[config.mk]
export PLATFORM = sky130hd
export DESIGN_NAME = async_serial_unit
export DESIGN_NICKNAME = d
export VERILOG_FILES = /design/src/hdl/serial_unit_pkg.sv /design/src/hdl/async_serial_unit.sv /design/src/hdl/pin_sync.sv
export VERILOG_INCLUDE_DIRS = /design/src /design/src/hdl
export SDC_FILE = /design/constraint.sdc
export NUM_CORES = 1
export LEC_CHECK = 0
export ABC_AREA = 1
export ABC_CLOCK_PERIOD_IN_PS = 3700
export BUFFER_PORTS_ARGS = -buffer_cell sky130_fd_sc_hd__buf_2
export CAP_MARGIN = 40
export CORE_ASPECT_RATIO = 0.8
export CORE_MARGIN = 2
export CORE_UTILIZATION = 58
export CTS_BUF_LIST = sky130_fd_sc_hd__clkbuf_16
export CTS_CLUSTER_SIZE = 10
export DETAILED_ROUTE_END_ITERATION = 12
export PLACE_DENSITY_LB_ADDON = 0.08
export SLEW_MARGIN = 10
export SYNTH_ARGS = -nofsm -noshare
export SYNTH_HDL_FRONTEND = slang
export SYNTH_SLANG_ARGS = --single-unit
[constraint.sdc]
create_clock -name sys_clk -period 3.7 [get_ports sys_clk]
set_clock_uncertainty 0.1 [all_clocks]
set_input_delay 0.185 -clock sys_clk [delete_from_list [all_inputs] [get_ports sys_clk]]
set_output_delay 0.185 -clock sys_clk [all_outputs]
set_load 0.03 [all_outputs]
[src/hdl/serial_unit_consts.svh]
`ifndef SERIAL_UNIT_CONSTS_SVH
`define SERIAL_UNIT_CONSTS_SVH
// register map, word index on the plain port
`define TX_BUFFER_ADDR   4'h0
`define TX_STATUS_ADDR   4'h1
`define RX_BUFFER_ADDR   4'h2
`define RX_ERROR_ADDR    4'h3
`define IRQ_STATUS_ADDR  4'h4
`define IRQ_MASK_ADDR    4'h5
`define CONTROL_ADDR     4'h6
// tx status fields
`define TXS_SHIFT_BIT    0
`define TXS_FULL_BIT     1
// rx error fields
`define RXE_OVERRUN_BIT  0
`define RXE_FRAMING_BIT  1
// interrupt status fields
`define IRQ_TX_DONE_BIT  0
`define IRQ_RX_DONE_BIT  1
`define IRQ_RX_ERR_BIT   2
// control fields
`define CTL_TWO_STOP_BIT 0
// reset values
`define IRQ_MASK_RESET   8'h00
`define CONTROL_RESET    8'h00
// bit time in system clocks
`define BIT_CYCLES       16'd16
`endif

[src/hdl/serial_unit_pkg.sv]
package serial_unit_pkg;
  typedef logic [7:0] byte_t;
  typedef logic [3:0] addr_t;
endpackage

[src/hdl/async_serial_unit.sv]
`timescale 1ns/100ps
`include "serial_unit_consts.svh"
// Functional notes
// - tx status bit 1 is buffer full; next byte only once it reads 0.
// - tx status bit 0 is shift active; reinit only once it reads 0.
// - unread rx buffer at next arrival flags overrun; error status holds until the next char.
// - receiver checks exactly one stop bit whatever count is configured.
// - in continuous sending the full/shift pair goes 10, 01, 11, 01.
module async_serial_unit
(
  input  wire logic                  sys_clk,
  input  wire logic                  sys_rst,
  input  wire serial_unit_pkg::addr_t reg_addr,
  input  wire serial_unit_pkg::byte_t reg_wdata,
  input  wire logic                  reg_wr,
  input  wire logic                  reg_rd,
  output serial_unit_pkg::byte_t     reg_rdata,
  output logic                       irq,
  output logic                       txd,
  input  wire logic                  rxd
);
  import serial_unit_pkg::*;

  typedef enum logic [3:0]
  {
    RX_IDLE  = 4'b0001,
    RX_START = 4'b0010,
    RX_DATA  = 4'b0100,
    RX_STOP  = 4'b1000
  } rx_state_t;

  typedef struct packed
  {
    byte_t      tx_buf;
    logic       tx_full;
    logic       tx_shift;
    logic [9:0] tx_sh;
    logic [3:0] tx_bits;
    logic [15:0] tx_cnt;
    rx_state_t  rx_st;
    logic [15:0] rx_cnt;
    logic [2:0] rx_bits;
    byte_t      rx_sh;
    byte_t      rx_buf;
    logic       rx_unread;
    logic       rx_ovr;
    logic       rx_frm;
    logic [2:0] irq_st;
    logic [2:0] irq_mask;
    logic       two_stop;
    byte_t      rdata;
    logic       txd;
  } unit_state_t;

  unit_state_t s_q;
  unit_state_t s_d;
  logic        rx_level;
  logic        tx_done;
  logic        rx_done;
  logic        rx_err;

  pin_sync u_rx_sync
  (
    .sys_clk (sys_clk),
    .sys_rst (sys_rst),
    .pin     (rxd),
    .level   (rx_level)
  );

  // ====================
  // next state
  always_comb
  begin
    s_d = s_q;
    tx_done = 1'b0;
    rx_done = 1'b0;
    rx_err = 1'b0;
    // transmitter: buffer refills the shifter, so full/shift goes 10,01,11,01
    if (s_q.tx_shift)
    begin
      if (s_q.tx_cnt == `BIT_CYCLES - 16'd1)
      begin
        s_d.tx_cnt = 16'd0;
        s_d.txd = s_q.tx_sh[0];
        s_d.tx_sh = {1'b1, s_q.tx_sh[9:1]};
        if (s_q.tx_bits == 4'd0)
        begin
          // stop bit has gone out fully
          tx_done = 1'b1;
          s_d.tx_shift = 1'b0;
        end
        else
        begin
          s_d.tx_bits = s_q.tx_bits - 4'd1;
        end
      end
      else
      begin
        s_d.tx_cnt = s_q.tx_cnt + 16'd1;
      end
    end
    if (!s_d.tx_shift && s_q.tx_full)
    begin
      // load start, eight data, stop; one step more than bits sent, so
      // done lands once the last stop bit has stood a full bit time
      s_d.tx_sh = {1'b1, s_q.tx_buf, 1'b0};
      s_d.tx_bits = s_q.two_stop ? 4'd11 : 4'd10;
      // start bit leaves on the next edge, no dead bit before it
      s_d.tx_cnt = `BIT_CYCLES - 16'd1;
      s_d.tx_shift = 1'b1;
      s_d.tx_full = 1'b0;
    end
    // write while full is not guarded: data then undefined by contract
    if (reg_wr && reg_addr == `TX_BUFFER_ADDR)
    begin
      s_d.tx_buf = reg_wdata;
      s_d.tx_full = 1'b1;
    end
    // receiver
    unique case (s_q.rx_st)
      RX_IDLE:
      begin
        s_d.rx_cnt = 16'd0;
        if (!rx_level)
        begin
          s_d.rx_st = RX_START;
        end
      end
      RX_START:
      begin
        s_d.rx_cnt = s_q.rx_cnt + 16'd1;
        if (s_q.rx_cnt == (`BIT_CYCLES >> 1))
        begin
          s_d.rx_cnt = 16'd0;
          s_d.rx_bits = 3'd0;
          s_d.rx_st = rx_level ? RX_IDLE : RX_DATA;
        end
      end
      RX_DATA:
      begin
        s_d.rx_cnt = s_q.rx_cnt + 16'd1;
        if (s_q.rx_cnt == `BIT_CYCLES - 16'd1)
        begin
          s_d.rx_cnt = 16'd0;
          s_d.rx_sh = {rx_level, s_q.rx_sh[7:1]};
          s_d.rx_bits = s_q.rx_bits + 3'd1;
          if (s_q.rx_bits == 3'd7)
          begin
            s_d.rx_st = RX_STOP;
          end
        end
      end
      RX_STOP:
      begin
        s_d.rx_cnt = s_q.rx_cnt + 16'd1;
        if (s_q.rx_cnt == `BIT_CYCLES - 16'd1)
        begin
          // only the first stop bit is sampled, any second is ignored
          s_d.rx_st = RX_IDLE;
          rx_done = 1'b1;
          s_d.rx_buf = s_q.rx_sh;
          s_d.rx_unread = 1'b1;
          s_d.rx_frm = !rx_level;
          s_d.rx_ovr = s_q.rx_unread;
          rx_err = !rx_level || s_q.rx_unread;
        end
      end
    endcase
    // reading the buffer clears unread; error flags stay until next char
    if (reg_rd && reg_addr == `RX_BUFFER_ADDR && !rx_done)
    begin
      s_d.rx_unread = 1'b0;
    end
    // interrupts: set wins over write-one-clear
    if (reg_wr && reg_addr == `IRQ_STATUS_ADDR)
    begin
      s_d.irq_st = s_q.irq_st & ~reg_wdata[2:0];
    end
    if (tx_done)
    begin
      s_d.irq_st[`IRQ_TX_DONE_BIT] = 1'b1;
    end
    if (rx_done)
    begin
      s_d.irq_st[`IRQ_RX_DONE_BIT] = 1'b1;
    end
    if (rx_err)
    begin
      s_d.irq_st[`IRQ_RX_ERR_BIT] = 1'b1;
    end
    if (reg_wr && reg_addr == `IRQ_MASK_ADDR)
    begin
      s_d.irq_mask = reg_wdata[2:0];
    end
    if (reg_wr && reg_addr == `CONTROL_ADDR)
    begin
      s_d.two_stop = reg_wdata[`CTL_TWO_STOP_BIT];
    end
    // read data, one cycle after the strobe; unmapped reads zero
    s_d.rdata = 8'h00;
    if (reg_rd)
    begin
      unique case (reg_addr)
        `TX_BUFFER_ADDR:  s_d.rdata = s_q.tx_buf;
        `TX_STATUS_ADDR:  s_d.rdata = {6'h00, s_q.tx_full, s_q.tx_shift};
        `RX_BUFFER_ADDR:  s_d.rdata = s_q.rx_buf;
        `RX_ERROR_ADDR:   s_d.rdata = {6'h00, s_q.rx_frm, s_q.rx_ovr};
        `IRQ_STATUS_ADDR: s_d.rdata = {5'h00, s_q.irq_st};
        `IRQ_MASK_ADDR:   s_d.rdata = {5'h00, s_q.irq_mask};
        `CONTROL_ADDR:    s_d.rdata = {7'h00, s_q.two_stop};
        default:          s_d.rdata = 8'h00;
      endcase
    end
  end

  // ====================
  // state register
  always_ff @(posedge sys_clk or posedge sys_rst)
  begin
    if (sys_rst)
    begin
      s_q <= '0;
      s_q.rx_st <= RX_IDLE;
      s_q.txd <= 1'b1;
      s_q.tx_sh <= 10'h3ff;
    end
    else
    begin
      s_q <= s_d;
    end
  end

  assign reg_rdata = s_q.rdata;
  assign txd = s_q.txd;
  assign irq = |(s_q.irq_st & s_q.irq_mask);
endmodule

[src/hdl/pin_sync.sv]
`timescale 1ns/100ps
// three-stage pin synchroniser, change taken when stages 2 and 3 agree
module pin_sync
(
  input  wire logic sys_clk,
  input  wire logic sys_rst,
  input  wire logic pin,
  output logic      level
);
  typedef struct packed
  {
    logic [2:0] sh;
    logic       lvl;
  } sync_state_t;
  sync_state_t s_q;
  sync_state_t s_d;

  // ====================
  // sync chain
  // idle line is high, so reset to one
  always_comb
  begin
    s_d = s_q;
    s_d.sh = {s_q.sh[1:0], pin};
    if (s_q.sh[1] == s_q.sh[2])
    begin
      s_d.lvl = s_q.sh[2];
    end
  end

  always_ff @(posedge sys_clk or posedge sys_rst)
  begin
    if (sys_rst)
    begin
      s_q <= '1;
    end
    else
    begin
      s_q <= s_d;
    end
  end

  assign level = s_q.lvl;
endmodule

# == Word level (Yosys, flattened, before mapping) ==
# Cells that the tools add are included.
# totals
reg_bits,102
latch_bits,0
ram_bits,0
mem_bits_ro,0
in_bits,17
out_inout_bits,10
word_cells,114
memories,0
# op_classes
n_addsub,4
mul,0
n_div,0
n_lt_le_gt_ge,0
eq_ne,21
shifts,0
mux,32
bitwise_logic,3
reduce_logical,31
# ops
operator,n
$pmux W20 S4,1
$mux W31,2
$pmux W8 S7,1
$eq A16 B4 Y1 const B,3
$add A16 B1 Y16 const B,2
$mux W32,1
$mux W23,1
$reduce_bool A2 Y1,9
$eq A4 B3 Y1 const B,4
$mux W16,1
$mux W4,4
$mux W15,1
$mux W1,14
$eq A4 B2 Y1 const B,3
$mux W3,4
$ne A2 B2 Y1 const B,5
$reduce_and A2 Y1,5
$eq A4 B1 Y1 const B,2
$logic_not A4 Y1,2
$mux W8,1
$logic_and A1 B1 Y1,7
$and A3 B3 Y3,2
$pmux W3 S2,1
$reduce_and A3 Y1,2
other kinds (11),13

# == Longest topological paths before layout ==
# Gate-level depths: netlist of the first run.
# logic_depth
ltp_word,8
ltp_mapped,10
ltp_nobuf,10

# == Modules after synthesis ==
# From an unflattened synthesis of the first run, not the netlist that was laid out.
# unflattened
cells_unflattened,620
hier_area_um2,5178.7
# by_module_without_submodules
module,instances,cells_each,area_per_inst_um2,seq_area_each_um2
async_serial_unit,1,611,5053.6,2467.4
pin_sync,1,9,125.1,105.1

# == Worst setup path after synthesis of the first run ==
# OpenSTA, ideal clock, no wires.
# synth_timing
kind,reg2reg
start,reg s_q[38] (netlist name)
end,reg s_q[16] (netlist name)
setup_time_ps,117
arrival_time_ps,1356
t_required_ps,3483
path_slack_ps,2127
stages_incl_launch_ff,10
n_path_buf,1
synth_period_minus_slack_ps,1573
cell_sequence,dfrtp_1 > ha_1 > nand3_1 > nor2_2 > nand2_4 > nor2_4 > inv_4 > buf_6 > nand2_1 > nand2_1
# synth_between
elab_chain_cells,2
# synth_lines
item,line,text
start: declaration,async_serial_unit.sv:55,unit_state_t s_q;
$eq A16 B4 Y1,async_serial_unit.sv:156,if (s_q.rx_cnt == `BIT_CYCLES - 16'd1)
$reduce_and A2 Y1 (no line),n/a,
# Every way passes these cells.
# A chain may end at the register's enable or synchronous reset.

# == Worst setup path after layout of the first run ==
# layout_timing
start,reg s_q[58] (netlist name)
end,reg s_q[75] (netlist name)
# layout_between
elab_chain_cells,7
elab_cells_between_ends,10
cone_classes,eq/ne: 2; mux: 3; reduce/logical: 5
# layout_lines
item,line,text
$eq A16 B4 Y1 (*),async_serial_unit.sv:81,if (s_q.tx_cnt == `BIT_CYCLES - 16'd1)
$mux W15,async_serial_unit.sv:81,
$mux W31,async_serial_unit.sv:79,if (s_q.tx_shift)
$logic_not A1 Y1,async_serial_unit.sv:102,if (!s_d.tx_shift && s_q.tx_full)
$logic_and A1 B1 Y1,async_serial_unit.sv:102,
$ne A2 B1 Y1 (no line) or $reduce_bool A2 Y1 (tied branches),n/a,
$reduce_and A3 Y1 (no line),n/a,
# Every way passes the cells marked *; elsewhere a longest branch is shown, timed or not. The select of a mux whose other input is x is not followed.

==> impl_results.md, run 1 <==
- Status: completed
- Layout net count: 657
- Non-filler cells in the finished layout: 750
- Die Wd: between 100 and 150 microns
- Share of post-route cells with drive strength above 1: around 16%
- Net Sw Power: between 1 and 1.5 mW
- Ys Warns: 0
- Critical path class: reg -> reg
- Slowest library cell on the worst path: dfrtp_1
- CTS resizes: 0
- R2R Setup Slk: 1.84 ns
- Initial antenna violation count: 0
- Synth Cell Area: ~5200 sq um
- Syn_nets: about 630
- Cells after synthesis: slightly above 600
- Vias in the first global route: between 3000 and 4000
- GRT overflow: 0
- Hold Vio Cnt, Final: 0
- P_leak: 2.701 nW
- Max Slew Vio Count: 0
- Rel. slew slack: between 60% and 70%
- Int Power: 1.999 mW
- Met2 wire length: 4.589 mm
- Maximum fanout along the worst path: 17
- Setup violations, final: 0
- Clock buffer count from CTS: 9
- Hold path depth: 3
- Arrival @ worst endpoint: 2.04 ns
- Crit end category: flop
- Buffers plus inverters on the worst setup path: 0
- Crit path time final: ~1.9 ns
- Sw frac: 33.59%
- Hold Crit Endpoint: s_q[90]
- # H-tree levels: 3
- M1 WL: around 5.1 mm
- CORE AREA: 8596 sq um
- Inst Count DP: between 700 and 800
- Distinct cells, synth: 42
- Clk network pwr share: between 20% and 30%
- Met3 routed WL: around 520 microns
- Largest delay share family, worst path: simple AND/OR/NAND/NOR gates
- Rows: 30
- Final ANT Viol Nets: 0
- DR pass1 iterations: 5
- Max VDD drop: 0.3496 mV
- # IOs: 27
- Ant diodes: 0
- Via count: 4000
- Setup TNS: 0 ns
- All-Layer GR Usage: 23.34%
- Comb pwr share: a little under a quarter
- CTS tree: done
- Worst Reg-to-Reg Cells: 9
- Reg clk slew, reported paths: approximately 0.070 ns
- Drc violations: 0
- Clk root buf: clkbuf_16
- CP cell instances: ha_1, nand3_2, nor2_4, nand3_2, nand2_2, nand2_4, o21ai_0, nand2_1, nand2_1
- RSZ-0062 raised after global routing: false
- R2r startpoint: s_q[58]
- Starting Density: between 60 and 70%
- Sink Count: between 100 and 150
- Routed vias/inst: between 5 and 6
- Syn avg cell area: 8.573 sq um
- Fillers: slightly below 700
- FF-to-FF End: s_q[75]
- PortBufs: 26
- CP peak stage delay: about 0.4 ns
- Worst-margin pin slew: ~0.55 ns
- DRT iter0 DRCs: about 230
- Routability cong.: about 0.88
- Pwr/cell area: 530.6 nW/um^2
- Worst Hold Class: in -> reg
- Data required time of the critical path: 3.88 ns
- DR top layer: met4
- Chip height: about 89 microns
- Fin crit share: around half
- Die area: just under 10000 sq um
- Largest net degree at the start of global routing: 46
- Fmax: about 0.54 GHz
- CP startpoint kind: flop
- Area Growth Syn to Fin: 8.993%
- CTS Buffer Depth: 2
- Post-Route WL: between 10 and 15 mm
- Detailed Place HPWL: around 7.5 mm
- Worst Hold Launch: reg_wdata[0]
- Number of synthesized register bits: roughly 100
- Skew-Pair Late Insertion Delay: 0.34 ns
- Reg power frac: between 40% and 50%
- First-pass GRT wire length: around 18 mm
- Max-cap viol count: 0
- Sequential fraction of the synthesis area: between 40% and 50%
- WL per Instance: about 14 microns
==> cells in the final DEF (no fill, tap or decap), types with 2 or more instances in the layout <==
cell type,count
a211oi_1,4
a21oi_1,11
a31oi_1,5
a41oi_1,2
buf_2,26
buf_4,2
clkbuf_16,9
clkinv_1,2
clkinv_4,2
dfrtp_1,86
dfstp_2,16
dlygate4sd3_1,7
ha_1,7
inv_1,60
inv_4,3
inv_6,2
mux2_2,2
mux2_4,3
nand2_1,149
nand2_2,5
nand2_4,4
nand3_1,58
nand3_2,4
nand4_1,11
nor2_1,59
nor2_2,7
nor2_4,7
nor3_1,5
nor3b_1,4
o211ai_1,2
o21ai_0,42
o21ai_1,3
o21ai_2,5
o31ai_1,2
xnor2_1,3
xor2_1,9
==> kinds of logic after synthesis <==
logic type	Yosys count	share of synthesized area, %
AO/OA/AOI/OAI	79	8.920
XOR/XNOR	12	2.020
adder cells (fa/ha/maj)	8	1.875
buffers and inverters	85	8.055
flip-flops	102	49.43
multiplexers	5	1.298
AND/OR/NAND/NOR	316	28.40
==> power by group through the flow <==
stage               clock, mW  combinational (mW)  sequential (mW)
finish                  0.887               0.708             1.41
detailed placement          0               0.705             1.43
CTS                     0.917               0.712             1.41
global placement            0               0.682             1.42
floorplan                   0               0.585             1.38
global route            0.964               0.800             1.43
==> routing by layer <==
metal	vias to the layer above	GRT usage, %
met5	-	0
met4	0	4.603
met3	9	6.480
met2	103	35.25
met1	1861	34.03
li1	2027	-
==> how the worst max path moves through the flow <==
stage          cells after the start           end  startpoint  slack, ns
2_1_floorplan                      1  reg_rdata[0]     sys_rst       0.77
3_3_place_gp                       8       s_q[35]     s_q[38]       1.96
3_5_place_dp                       9       s_q[75]     s_q[58]       1.88
4_1_cts                            9       s_q[75]     s_q[58]       1.85
5_1_grt                            9       s_q[75]     s_q[58]       1.68
6_report                           9       s_q[75]     s_q[58]       1.84
==> registers in the layout, indices dropped and copies added (netlist names) <==
register,flops
reg_rdata,8
s_q,89
txd,1
u_rx_sync.level,1
u_rx_sync.s_d,2
u_rx_sync.s_q,1
==> layout make-up <==
cell class | count | area, sq um | share of cell area, %
timing repair buffer | 35 | 215.2 | 3.794
clock buffer | 9 | 225.2 | 3.971
inverter | 65 | 251.5 | 4.434
clock inverter | 7 | 55.05 | 0.9707
sequential | 102 | 2572 | 45.36
multi-input combinational | 420 | 2212 | 39.00
tap | 112 | 140.1 | 2.471
==> what timing repair did <==
item                       in CTS  in global routing
hold buffers                    7                  0
setup endpoints to repair       0                  0
setup buffers                   0                  0
hold endpoints to repair       42                  0
==> cell usage after synthesis (all sizes together) <==
| library cell | n | area share, % |
|---|---|---|
| a211oi | 4 | 0.58 |
| ha | 7 | 1.7 |
| a41oi | 2 | 0.34 |
| o31ai | 2 | 0.29 |
| clkinv | 1 | 0.072 |
| maj3 | 1 | 0.19 |
| o31a | 1 | 0.17 |
| nand4 | 11 | 1.3 |
| nor3b | 4 | 0.58 |
| a21oi | 12 | 1.4 |
| mux2 | 5 | 1.3 |
| xnor2 | 3 | 0.51 |
| inv | 64 | 4.7 |
| dfstp | 16 | 8.1 |
| dfrtp | 86 | 41 |
| o21ai | 50 | 5.2 |
| and3 | 1 | 0.12 |
| a31oi | 5 | 0.60 |
| nor2 | 74 | 7.0 |
| buf | 19 | 3.2 |
| o211ai | 2 | 0.29 |
| clkbuf | 1 | 0.072 |
| nor3 | 5 | 0.48 |
| nand3 | 63 | 6.7 |
| o22ai | 1 | 0.12 |
| nand2 | 158 | 12 |
| xor2 | 9 | 1.5 |
==> per-stage QoR <==
step           power (mW)  worst slack (ns)  utilization (%)  hold WS (ns)  area [sq um]
2_1_floorplan       1.966            0.7660                -       0.08948          5204
3_3_place_gp        2.107             1.956            61.91        0.1700          5321
3_5_place_dp        2.133             1.875            61.91        0.1729          5321
4_1_cts             3.038             1.853            65.98       0.05027          5672
5_1_grt             3.195             1.685            65.98       0.08254          5672
6_report            3.010             1.841            65.98       0.06139          5672
==> worst reg2reg max path, stage by stage, from the launching register on <==
cell and delay, ns:
dfrtp_1 0.39, ha_1 0.22, nand3_2 0.14, nor2_4 0.18
nand3_2 0.11, nand2_2 0.20, nand2_4 0.18, o21ai_0 0.13
nand2_1 0.08, nand2_1 0.07
(Power assumes the default switching activity.)
==> run 2: changes to the inputs <==
--- a/config.mk
+++ b/config.mk
@@ -7,12 +7,12 @@
 export NUM_CORES = 1
 export LEC_CHECK = 0
 export ABC_AREA = 1
-export ABC_CLOCK_PERIOD_IN_PS = 3700
+export ABC_CLOCK_PERIOD_IN_PS = 1500
 export BUFFER_PORTS_ARGS = -buffer_cell sky130_fd_sc_hd__buf_2
 export CAP_MARGIN = 40
 export CORE_ASPECT_RATIO = 0.8
 export CORE_MARGIN = 2
-export CORE_UTILIZATION = 58
+export CORE_UTILIZATION = 55
 export CTS_BUF_LIST = sky130_fd_sc_hd__clkbuf_16
 export CTS_CLUSTER_SIZE = 10
 export DETAILED_ROUTE_END_ITERATION = 12
==> constraint.sdc (replaced) <==
create_clock -name sys_clk -period 1.5 [get_ports sys_clk]
set_clock_uncertainty 0.1 [all_clocks]
set_input_delay 0.075 -clock sys_clk [delete_from_list [all_inputs] [get_ports sys_clk]]
set_output_delay 0.075 -clock sys_clk [all_outputs]
set_load 0.03 [all_outputs]
==> impl_results.md, run 2 (same netlist as run 1, synthesis figures left out) <==
- Status: finished with violations
- Failing checks: setup timing
- Hold slack: 0.02169 ns (-0.03971 ns)
- Non-filler cells in the finished layout: 852 (+14%)
- Routed vias/inst: 5.589 (+4.8%)
- Buffers plus inverters on the worst setup path: 1 (+1)
- Worst Hold Class: in -> reg
- Place WS: -0.1137 ns (-1.989 ns)
- DR pass1 iterations: 7 (+2)
- Layout net count: 755 (+15%)
- Fin crit share: 121.9% (+72 points)
- CP cell instances: nor2_4, nand2_1, nor2_4, nand3_4, a21oi_4, inv_2, nand2_2, nand2_1
- First-pass GRT wire length: 21.23 mm (+21%)
- Detailed Place HPWL: 8.036 mm (+7.5%)
- Initial antenna violation count: 1 (+1)
- Worst Slack Setup Final: -0.3290 ns (-2.170 ns)
- Drc violations: 0 (unchanged)
- Max Slew Vio Count: 0 (unchanged)
- Chip height: 91 microns (+2.6%)
- CP peak stage delay: 0.45 ns (+0.06 ns)
- Area Growth Syn to Fin: 38.78%
- # H-tree levels: 3 (unchanged)
- Vias in the first global route: 4432 (+17%)
- Reg clk slew, reported paths: 0.08 ns (about the same)
- Hold Vio Cnt, Final: 0 (unchanged)
- Die Wd: 112.8 microns (+2.6%)
- Fillers: 534 (-23%)
- Crit end category: flop
- Skew-Pair Late Insertion Delay: 0.36 ns (+0.02 ns)
- Clock buffer count from CTS: 9 (unchanged)
- Rel. slew slack: 70.32% (+7.0 points)
- CORE AREA: 9115 sq um (+6.0%)
- Max-cap viol count: 0 (unchanged)
- Register area: 2576 sq um (+0.15%)
- Biggest register: s_q
- Commonest non-fill, non-tap cells in the layout: nand2_1 (119), dfrtp_1 (83), buf_4 (70)
- Share of post-route cells with drive strength above 1: 42.93% (+27 points)
- Maximum fanout along the worst path: 5 (-12)
- Overall Power: 9.367 mW (+210%)
- # IOs: 27 (unchanged)
- Starting Density: 57.09% (-3.4 points)
- Slowest library cell on the worst path: dfrtp_1
- Largest net degree at the start of global routing: 84 (+83%)
- Via count: 4762 (+19%)
- Clk root buf: clkbuf_16
- Routability cong.: 0.9712 (+10%)
- CTS tree: done
- CP startpoint kind: flop
- Data required time of the critical path: 1.63 ns (-2.25 ns)
- Pwr/cell area: 1297 nW/um^2 (+140%)
- GRT overflow: 0 (unchanged)
- Post-Route WL: 14.93 mm (+44%)
- Setup violations, final: 64 (+64)
- Sink Count: 102 (unchanged)
- Worst-margin pin slew: 0.4452 ns (-0.1045 ns)
- Largest delay share family, worst path: simple AND/OR/NAND/NOR gates
- Die area: 10260 sq um (+5.2%)
- Final ANT Viol Nets: 0 (unchanged)
- Crit path time final: 1.829 ns (-0.02998 ns)
- Most common cell after layout, fill and taps aside: nand2_1
- P_leak: 3.347 nW (+24%)
- WL per Instance: 17.53 microns (+27%)
- RSZ-0062 raised after global routing: true
- Rows: 31 (+3.3%)
- CTS Buffer Depth: 2 (unchanged)
- PortBufs: 26 (unchanged)
- Inst Count DP: 790 (+8.7%)
- Largest register FFs: 89 (unchanged)
- R2R Setup Slk: -0.33 ns (-2.17 ns)
- Critical path class: reg -> reg
- Arrival @ worst endpoint: 1.96 ns (-0.08 ns)
- Fmax: 0.5467 GHz (+1.6%)
- DRT iter0 DRCs: 387 (+69%)
- Max VDD drop: 1.351 mV (+290%)
- All-Layer GR Usage: 25.80% (+2.5 points)
- Multi-input logic area: 2872 sq um (+30%)
run 2: per-stage QoR:
| stage | utilization (%) | area (sq um) | setup TNS (ns) |
|---|---|---|---|
| 3_3_place_gp | 63.87 | 5822 | -0.2521 |
| 4_1_cts | 72.56 | 6614 | -1.594 |
| 5_1_grt | 79.23 | 7222 | -12.30 |
| 3_5_place_dp | 63.87 | 5822 | -1.359 |
| 6_report | 79.23 | 7222 | -7.579 |
| 2_1_floorplan | - | 5228 | -0.1296 |
run 2: worst paths after layout:
path	depth (start not counted)	start	end
worst min-delay path	4	reg_addr[0]	s_q[9]
worst min register to register	0	u_rx_sync.s_d[2]	u_rx_sync.s_d[3]
max in group asynchronous	4	sys_rst	s_q[35]
min in group asynchronous	4	sys_rst	s_q[68]
worst max-delay path	8	s_q[62]	s_q[74]
worst max register to register	8	s_q[62]	s_q[74]
run 2: repair_timing:
action,4_1_cts,5_1_grt
setup buffers,12,20
resized for setup,70,133
hold endpoints to repair,107,0
pin swaps,23,44
gates cloned,4,2
hold buffers,12,0
setup endpoints to repair,50,77
run 2: area by class of cell:
| type | instances | area share, % |
|---|---|---|
| timing repair buffer | 128 | 14.21 |
| multi-input combinational | 422 | 39.76 |
| timing repair inverter | 3 | 0.3465 |
| sequential | 102 | 35.67 |
| clock inverter | 7 | 1.022 |
| clock buffer | 9 | 3.119 |
| antenna | 1 | 0.03465 |
| inverter | 65 | 3.846 |
| tap | 115 | 1.992 |
run 2: worst register-to-register path: stages (launching register included):
cell,delay (ns)
dfrtp_1,0.45
nor2_4,0.15
nand2_1,0.11
nor2_4,0.21
nand3_4,0.16
a21oi_4,0.27
inv_2,0.10
nand2_2,0.07
nand2_1,0.09
run 2: per-layer routing:
metal  wire length (microns)  up-vias  global-route usage (%)
met2                    7520      180                   42.42
li1                        -     2228                       -
met5                       0        -                       0
met1                    6023     2288                   35.14
met3                     716       66                   4.539
met4                     671        0                   7.927
run 2: power breakdown:
| part | leakage, nW | total (mW) | internal [mW] | switching [mW] |
|---|---|---|---|---|
| combinational | 1.90 | 3.44 | 1.51 | 1.93 |
| sequential | 1.30 | 3.55 | 3.16 | 0.398 |
| clock | 0.148 | 2.38 | 1.19 | 1.19 |
